==> src/hw/and_branch_defs.vh <==
/*
 * Constants shared by the AND-with-file / branch-on-carry execute slice:
 * opcode patterns, instruction field positions, addressing limits and
 * the one-hot quarter-phase codes of an instruction cycle.
 * Assumes it is included by its bare name from the files under hw/.
 */
`ifndef AND_BRANCH_DEFS_VH
`define AND_BRANCH_DEFS_VH

// ============================================================
// Instruction word layout
// ============================================================
`define INSTR_W 16
`define AWF_OPCODE 6'h05
`define AWF_OPC_MSB 15
`define AWF_OPC_LSB 10
`define AWF_DEST_BIT 9
`define AWF_ACC_BIT 8
`define FILE_MSB 7
`define FILE_LSB 0
`define BC_OPCODE 8'hE2
`define BC_OPC_MSB 15
`define BC_OPC_LSB 8
`define OFFS_MSB 7
`define OFFS_LSB 0

// ============================================================
// Field values
// ============================================================
`define DEST_TO_W 1'b0
`define ACC_BANK_SEL 1'b0
`define CARRY_SET 1'b1

// ============================================================
// Data-memory addressing
// ============================================================
`define FADDR_W 12
`define BSR_W 4
`define IDX_LIMIT 8'h5F
`define ACCESS_SPLIT 8'h60
`define ACCESS_LO_BANK 4'h0
`define ACCESS_HI_BANK 4'hF

// ============================================================
// Program counter
// ============================================================
`define PC_W_DEF 21
`define PC_STEP 3'h2
`define PC_STEP_W 3

// ============================================================
// Quarter phases, one-hot
// ============================================================
`define PH_W 4
`define PH_Q1 4'h1
`define PH_Q2 4'h2
`define PH_Q3 4'h4
`define PH_Q4 4'h8

`endif

==> src/hw/file_addr_resolve.v <==
/*
 * Resolves the 8-bit file field of an instruction into a full data-memory
 * address: bank-select, access bank or indexed literal offset.
 * Assumes purely combinational use from the decode phase of the core.
 */
`timescale 1ns/1ps
`include "and_branch_defs.vh"

module file_addr_resolve (
    input wire acc_sel_i,
    input wire [7:0] file_i,
    input wire [`BSR_W-1:0] bank_select_register_i,
    input wire ext_en_i,
    input wire [`FADDR_W-1:0] index_base_i,
    output reg [`FADDR_W-1:0] addr_o,
    output reg indexed_o
);

    always @* begin
        // Indexed mode only steals the low access region
        indexed_o = ext_en_i && (acc_sel_i == `ACC_BANK_SEL) &&
            (file_i <= `IDX_LIMIT);
        if (indexed_o) begin
            addr_o = index_base_i + {4'h0, file_i};
        end else if (acc_sel_i == `ACC_BANK_SEL) begin
            if (file_i < `ACCESS_SPLIT) begin
                addr_o = {`ACCESS_LO_BANK, file_i};
            end else begin
                addr_o = {`ACCESS_HI_BANK, file_i};
            end
        end else begin
            addr_o = {bank_select_register_i, file_i};
        end
    end

endmodule

==> src/hw/and_carry_exec.v <==
/*
 * Execute slice of an 8-bit core for two instructions: AND of the working
 * register with a file register, and branch-on-carry. Each instruction
 * cycle is four core clocks, one per quarter phase Q1..Q4. The next word
 * is prefetched while the current one executes and kept at the end of every cycle but a taken branch.
 * Assumes program memory and data memory sit on the same clock and answer
 * combinationally; carry, bank select, extended-set enable and index base
 * come from core logic on the same clock. Other opcodes execute as no-ops.
 */
// Notes on behaviour
// - AND-with-file: top six bits 000101, then dest bit, access bit, file
// - Result is working register ANDed with the addressed file register
// - Dest bit 0 writes the working register, 1 writes the file back
// - Access bit 0 uses the access bank, 1 uses bank select register
// - Extended set, access bit 0 and file at most 95 select indexed mode
// - AND-with-file finishes in one instruction cycle with no stall
// - Phases: decode Q1, read file Q2, process Q3, write dest Q4
// - Branch-on-carry taken only when carry is 1, else fall through
// - Taken target is branch address plus 2 plus twice signed offset
// - Taken branch costs two instruction cycles, not taken costs one
`timescale 1ns/1ps
`include "and_branch_defs.vh"

module and_carry_exec #(
    parameter PC_W = `PC_W_DEF
) (
    input wire mclk_i,
    input wire sys_rst_i,
    input wire [`INSTR_W-1:0] instr_i,
    input wire carry_i,
    input wire [`BSR_W-1:0] bank_select_register_i,
    input wire ext_en_i,
    input wire [`FADDR_W-1:0] index_base_i,
    input wire [7:0] file_rdata_i,
    output reg [PC_W-1:0] prog_addr_o,
    output reg [`PH_W-1:0] phase_o,
    output reg [`FADDR_W-1:0] file_addr_o,
    output reg file_rd_o,
    output reg file_wr_o,
    output reg [7:0] file_wdata_o,
    output reg [7:0] working_o,
    output reg neg_flag_o,
    output reg zero_flag_o,
    output reg branch_taken_o
);

    localparam [`PH_W-1:0] PH_Q1 = `PH_Q1;
    localparam [`PH_W-1:0] PH_Q2 = `PH_Q2;
    localparam [`PH_W-1:0] PH_Q3 = `PH_Q3;
    localparam [`PH_W-1:0] PH_Q4 = `PH_Q4;
    localparam [PC_W-1:0] PC_STEP =
        {{(PC_W-`PC_STEP_W){1'b0}}, `PC_STEP};

    // ============================================================
    // Instruction register and its fields
    // ============================================================
    reg [`INSTR_W-1:0] ir;
    reg ir_valid;
    reg [PC_W-1:0] ir_addr;

    wire [5:0] awf_opc = ir[`AWF_OPC_MSB:`AWF_OPC_LSB];
    wire [7:0] bc_opc = ir[`BC_OPC_MSB:`BC_OPC_LSB];
    wire ir_dest = ir[`AWF_DEST_BIT];
    wire ir_acc = ir[`AWF_ACC_BIT];
    wire [7:0] ir_file = ir[`FILE_MSB:`FILE_LSB];
    wire [7:0] ir_offs = ir[`OFFS_MSB:`OFFS_LSB];

    wire is_awf = ir_valid && (awf_opc == `AWF_OPCODE);
    wire is_bc = ir_valid && (bc_opc == `BC_OPCODE);

    // ============================================================
    // Operand address
    // ============================================================
    wire [`FADDR_W-1:0] res_addr;

    file_addr_resolve u_resolve (
        .acc_sel_i(ir_acc),
        .file_i(ir_file),
        .bank_select_register_i(bank_select_register_i),
        .ext_en_i(ext_en_i),
        .index_base_i(index_base_i),
        .addr_o(res_addr),
        .indexed_o()
    );

    // ============================================================
    // Decoded state held across the cycle
    // ============================================================
    reg dec_and;
    reg dec_bc;
    reg dec_dest;
    reg [7:0] dec_offs;
    reg [7:0] operand;
    reg [7:0] result;
    reg take;
    reg [PC_W-1:0] target;

    // Offset doubled and sign-extended to the counter width
    wire [PC_W-1:0] offs_x2 =
        {{(PC_W-9){dec_offs[7]}}, dec_offs, 1'b0};
    wire [PC_W-1:0] next_target = ir_addr + PC_STEP + offs_x2;
    wire [7:0] next_result = working_o & operand;

    // ============================================================
    // Quarter-phase sequencer
    // ============================================================
    always @(posedge mclk_i) begin
        if (sys_rst_i) begin
            phase_o <= PH_Q1;
        end else begin
            case (phase_o)
                PH_Q1: phase_o <= PH_Q2;
                PH_Q2: phase_o <= PH_Q3;
                PH_Q3: phase_o <= PH_Q4;
                PH_Q4: phase_o <= PH_Q1;
                default: phase_o <= PH_Q1;
            endcase
        end
    end

    // ============================================================
    // Q1: decode
    // ============================================================
    always @(posedge mclk_i) begin
        if (sys_rst_i) begin
            dec_and <= 1'b0;
            dec_bc <= 1'b0;
            dec_dest <= 1'b0;
            dec_offs <= 8'h00;
        end else if (phase_o == PH_Q1) begin
            dec_and <= is_awf;
            dec_bc <= is_bc;
            dec_dest <= ir_dest;
            dec_offs <= ir_offs;
        end
    end

    // ============================================================
    // Data-memory strobes: read held through Q2, write through Q4
    // ============================================================
    always @(posedge mclk_i) begin
        if (sys_rst_i) begin
            file_addr_o <= {`FADDR_W{1'b0}};
            file_rd_o <= 1'b0;
            file_wr_o <= 1'b0;
            file_wdata_o <= 8'h00;
        end else begin
            case (phase_o)
                PH_Q1: begin
                    // Address stays put until the next decode so the
                    // write in Q4 lands on the register that was read
                    if (is_awf) begin
                        file_addr_o <= res_addr;
                    end
                    file_rd_o <= is_awf;
                    file_wr_o <= 1'b0;
                end
                PH_Q2: begin
                    file_rd_o <= 1'b0;
                    file_wr_o <= 1'b0;
                end
                PH_Q3: begin
                    file_rd_o <= 1'b0;
                    file_wr_o <= dec_and && (dec_dest != `DEST_TO_W);
                    file_wdata_o <= next_result;
                end
                PH_Q4: begin
                    file_rd_o <= 1'b0;
                    file_wr_o <= 1'b0;
                end
                default: begin
                    file_rd_o <= 1'b0;
                    file_wr_o <= 1'b0;
                end
            endcase
        end
    end

    // ============================================================
    // Q2 read, Q3 process
    // ============================================================
    always @(posedge mclk_i) begin
        if (sys_rst_i) begin
            operand <= 8'h00;
            result <= 8'h00;
            take <= 1'b0;
            target <= {PC_W{1'b0}};
        end else begin
            if (phase_o == PH_Q2 && dec_and) begin
                operand <= file_rdata_i;
            end
            if (phase_o == PH_Q3) begin
                result <= next_result;
                take <= dec_bc && (carry_i == `CARRY_SET);
                target <= next_target;
            end
        end
    end

    // ============================================================
    // Q4: write destination and flags
    // ============================================================
    always @(posedge mclk_i) begin
        if (sys_rst_i) begin
            working_o <= 8'h00;
            neg_flag_o <= 1'b0;
            zero_flag_o <= 1'b0;
        end else if (phase_o == PH_Q4 && dec_and) begin
            // Whole AND completes here; no stall cycle follows
            if (dec_dest == `DEST_TO_W) begin
                working_o <= result;
            end
            neg_flag_o <= result[7];
            zero_flag_o <= (result == 8'h00);
        end
    end

    // ============================================================
    // Q4: fetch, branch and flush
    // ============================================================
    always @(posedge mclk_i) begin
        if (sys_rst_i) begin
            prog_addr_o <= {PC_W{1'b0}};
            ir <= {`INSTR_W{1'b0}};
            ir_valid <= 1'b0;
            ir_addr <= {PC_W{1'b0}};
            branch_taken_o <= 1'b0;
        end else if (phase_o == PH_Q4) begin
            if (take) begin
                // Prefetched word is discarded: the next cycle runs as a
                // no-op while the word at the target is fetched
                prog_addr_o <= target;
                ir_valid <= 1'b0;
                branch_taken_o <= 1'b1;
            end else begin
                ir <= instr_i;
                ir_valid <= 1'b1;
                ir_addr <= prog_addr_o;
                prog_addr_o <= prog_addr_o + PC_STEP;
                branch_taken_o <= 1'b0;
            end
        end else begin
            branch_taken_o <= 1'b0;
        end
    end

endmodule

==> config.mk <==
export PLATFORM = sky130hd
export DESIGN_NAME = and_carry_exec
export DESIGN_NICKNAME = d
export VERILOG_FILES = /design/src/hw/file_addr_resolve.v /design/src/hw/and_carry_exec.v
export VERILOG_INCLUDE_DIRS = /design/src /design/src/hw
export SDC_FILE = /design/constraint.sdc
export NUM_CORES = 1
export LEC_CHECK = 0
export BUFFER_PORTS_ARGS = -buffer_cell sky130_fd_sc_hd__buf_2
export CAP_MARGIN = 0
export CORE_AREA = 3 3 98 137
export CTS_CLUSTER_DIAMETER = 50
export CTS_CLUSTER_SIZE = 20
export DETAILED_ROUTE_END_ITERATION = 8
export DIE_AREA = 0 0 101 140
export PLACE_DENSITY = 0.8
export SLEW_MARGIN = 40
export SYNTH_ARGS = -nofsm -noshare
export SYNTH_HDL_FRONTEND = slang
export SYNTH_SLANG_ARGS = --single-unit
==> constraint.sdc <==
create_clock -name mclk_i -period 3.32 [get_ports mclk_i]
set_input_delay 0 -clock mclk_i [delete_from_list [all_inputs] [get_ports mclk_i]]
set_output_delay 0 -clock mclk_i [all_outputs]
set_load 0.02 [all_outputs]
==> flow_summary_export.csv <==
group,metric,value,unit
floorplanning,num_rows,48,
sta,fin_ws,0.4726,ns
pwr,power,3869,uW
synthesis,synthTopCellsByArea,"dfxtp_1 39%, nand2_1 9.3%, ha_1 8.1%",
run,max-cap-violations,0,
synthesis,yosysSeqAreaShare,0.3875,
sta,rsz0062_at_grt,"no",
synthesis,synth_nets,973,
global_route,grt_max_degree,54,
global_route,grt_pass1_vias,6829,
synthesis,yosys.area.top_type_share,0.3875,
finish,synthToLayoutAreaGrowth,21.37,%
pwr,p_sw_frac,0.2651,
synthesis,yosysUniqueCellTypes,62,
routing,routedWlPerCell,17.37,um
sta,fin_tns_setup,0,ns
synthesis,ys_async_sr_fraction,0,
synthesis,ys_ff_latch,137,
clocking,cts-buffers-inserted,17,
place,port_buffers,101,
routing,drt_iter0_markers,380,
sta,final_hold_viol_count,0,
synthesis,avgSynthCellArea,8.034,um^2
clocking,ctsLongestPathBuffers,2,
routing,firstDrtPassIters,5,
floorplanning,die-area,14140,um^2
sta,drv_slew,0,
finish,final_nets,1089,
routing,drc_errors,0,
hold_path,min-delay-path-class,"input pin to register",
clocking,cts_max_level,4,
global_route,grt_overflow_total,0,
critical_path,start_kind,"register",
synthesis,yosysMostFrequentCell,"nand2_1",
synthesis,synth_area,7078,um^2
sta,finalCriticalPeriod,2.847,ns
pwr,p_int,2843,uW
floorplanning,die_width,101,um
critical_path,crit_slowest_cell,"or4b_2",
clocking,clkTransAtPathRegs,0.06,ns
place,place.detailed.hpwl,13370,um
pwr,seqPwrFrac,0.443,
floorplanning,core-area,12370,um^2
pwr,powerDensity,450.3,nW/um^2
floorplanning,initial_core_util,0.5721,
global_route,grt_use_total,0.2918,
routing,ant_nets,0,
clocking,cts.sinks,137,
synthesis,synth.top_cells.by_count,"176 x nand2_1, 137 x dfxtp_1, 112 x a21oi_1, 72 x nor2_1, 46 x ha_1",
critical_path,crit_path_frequent_cell,"ha_1",
pwr,p_switching,1025,uW
sta,fin_crit_sh,0.8577,
clocking,cts_resized,0,
critical_path,crit_type,"register to register",
critical_path,path_max_fanout,3,
clocking,insertion_delay,0.43,ns
global_route,antenna_found_initial,0,
pwr,p_leak,0.003525,uW
critical_path,cp-end-kind,"register",
clocking,cts-root-buf,"clkbuf_16",
clocking,post-cts-setup-buffer-count,0,
synthesis,synth_edf_count,0,
place,place_ws,0.5724,ns
synthesis,yosys.area.top_type,"dfxtp_1",
finish,diodes,0,
finish,fin_util,0.6944,
sta,setup_viol,0,
synthesis,ys_warn_count,0,
outcome,status,"finished clean",
pwr,clkPwrFrac,0.486,
synthesis,syn_inst,881,
routing,viasPerCell,6.044,
pwr,peakVddDrop,306.1,uV
pwr,comb_power_share,0.072,
clocking,ctsHoldBuffers,30,
critical_path,crit_required,3.69,ns
place,gp_congestion,0.9022,
routing,wirelength,20150,um
critical_path,cp.arrival,3.22,ns
routing,vias,7011,
global_route,grt_pass1_wl,33450,um
synthesis,synth_ff_type,"dfxtp_1",
sta,tightest_slew,0.7750,ns
sta,slew_headroom,0.4834,
sta,skew,0.007546,ns
critical_path,path_cells,"ha_1 > ha_1 > a211oi_1 > o21bai_1 > a2111oi_0 > nor3_1 > or4b_2 > nand3_1",
sta,max_freq,351.2,MHz
clocking,cts_tree,"done",
floorplanning,pin_count,102,
critical_path,max_stage_delay,0.62,ns
finish,drive_above_1_share,0.1663,
floorplanning,die_y,140,um
## worst max-delay path: cells and delay by family (launching register included)
family,cells,cell delay [ns]
AND/OR/NAND/NOR,3,0.84
flip-flops,1,0.31
AO/OA/AOI/OAI,3,0.99
adder cells (fa/ha/maj),2,0.66
## kinds of logic after synthesis
| logic type | count (synthesis) | share of synthesized area |
|---|---|---|
| adders and majority gates | 48 | 0.08697 |
| AOI/OAI and AO/OA | 222 | 0.1962 |
| buffers and inverters | 67 | 0.03924 |
| and+or+nand+nor | 371 | 0.2420 |
| xor gates and xnor gates | 17 | 0.02104 |
| DFF | 137 | 0.3875 |
| muxes | 19 | 0.02705 |
## registers in the layout, summed over array words and instances (netlist names), 4 cells and up
| name | cells |
|---|---|
| ir_addr | 21 |
| prog_addr_o | 21 |
| target | 21 |
| ir | 16 |
| file_addr_o | 12 |
| dec_offs | 8 |
| operand | 8 |
| result | 8 |
| working_o | 8 |
| phase_o | 4 |
## worst paths after layout
kind	slack, ns	depth (start not counted)	from	to
min reg2reg	0.45	2	ir[11]	ir[11]
min	0.009	2	sys_rst_i	prog_addr_o[10]
max reg2reg	0.47	8	ir_addr[3]	target[9]
max	0.47	8	ir_addr[3]	target[9]
## layout make-up
class	instances	area (um^2)
clock inverters	15	155.1
well taps	150	187.7
flip-flops and latches	137	2743
multi-input cells	677	4075
clock buffers	17	425.4
inverters	17	63.81
repair buffers	147	940.9
fillers	1045	3781
## placed cells by master, fill, tap and decap left out, types with 3 or more instances in the layout
master,netlist,layout
nand2_1,176,176
dfxtp_1,137,137
a21oi_1,112,112
buf_2,6,100
nor2_1,72,71
ha_1,46,46
nand3_1,34,34
dlygate4sd3_1,0,30
o21ai_0,28,28
nor3_1,22,22
mux2i_1,18,18
clkbuf_16,0,17
inv_1,16,16
buf_4,1,16
xnor2_1,12,12
a221oi_1,11,11
nand4_1,11,11
a21o_1,10,10
a211oi_1,10,10
nor4_1,8,8
or3_1,8,8
or4_1,7,7
a22oi_1,5,5
o22ai_1,5,5
xor2_1,5,5
inv_8,0,5
inv_6,0,5
and3_1,4,4
or2_2,4,4
nor4b_1,5,4
o211ai_1,4,4
o221ai_1,3,3
o21a_1,3,3
nor2b_1,3,3
a31oi_1,3,3
o21bai_1,3,3
nand4b_1,3,3
a211oi_2,3,3
a311oi_2,3,3
## layer usage
metal	wire length [um]	global-route usage	vias to the layer above
li1	-	-	3390
met1	7781	0.3415	3324
met2	10340	0.5030	231
met3	1145	0.05331	66
met4	883	0.1457	0
met5	0	0	-
## metrics by stage
step | area, um^2 | hold WS (ns) | cells
floorplan | 7078 | 0.1360 | 881
global placement | 7681 | 0.2318 | 1097
detailed placement | 7701 | 0.2386 | 1098
CTS | 8582 | 0.02128 | 1160
global route | 8591 | 0.04555 | 1160
finish | 8591 | 0.008702 | 1160
## power by group through the flow
| stage | Clock, uW | Combinational (uW) | Sequential [uW] |
|---|---|---|---|
| detailed placement | 0 | 242 | 1750 |
| CTS | 1890 | 270 | 1710 |
| global route | 1960 | 305 | 1720 |
| floorplan | 0 | 148 | 1750 |
| global placement | 0 | 237 | 1740 |
| finish | 1880 | 277 | 1710 |
No activity file was read; power rests on OpenSTA's default activity.
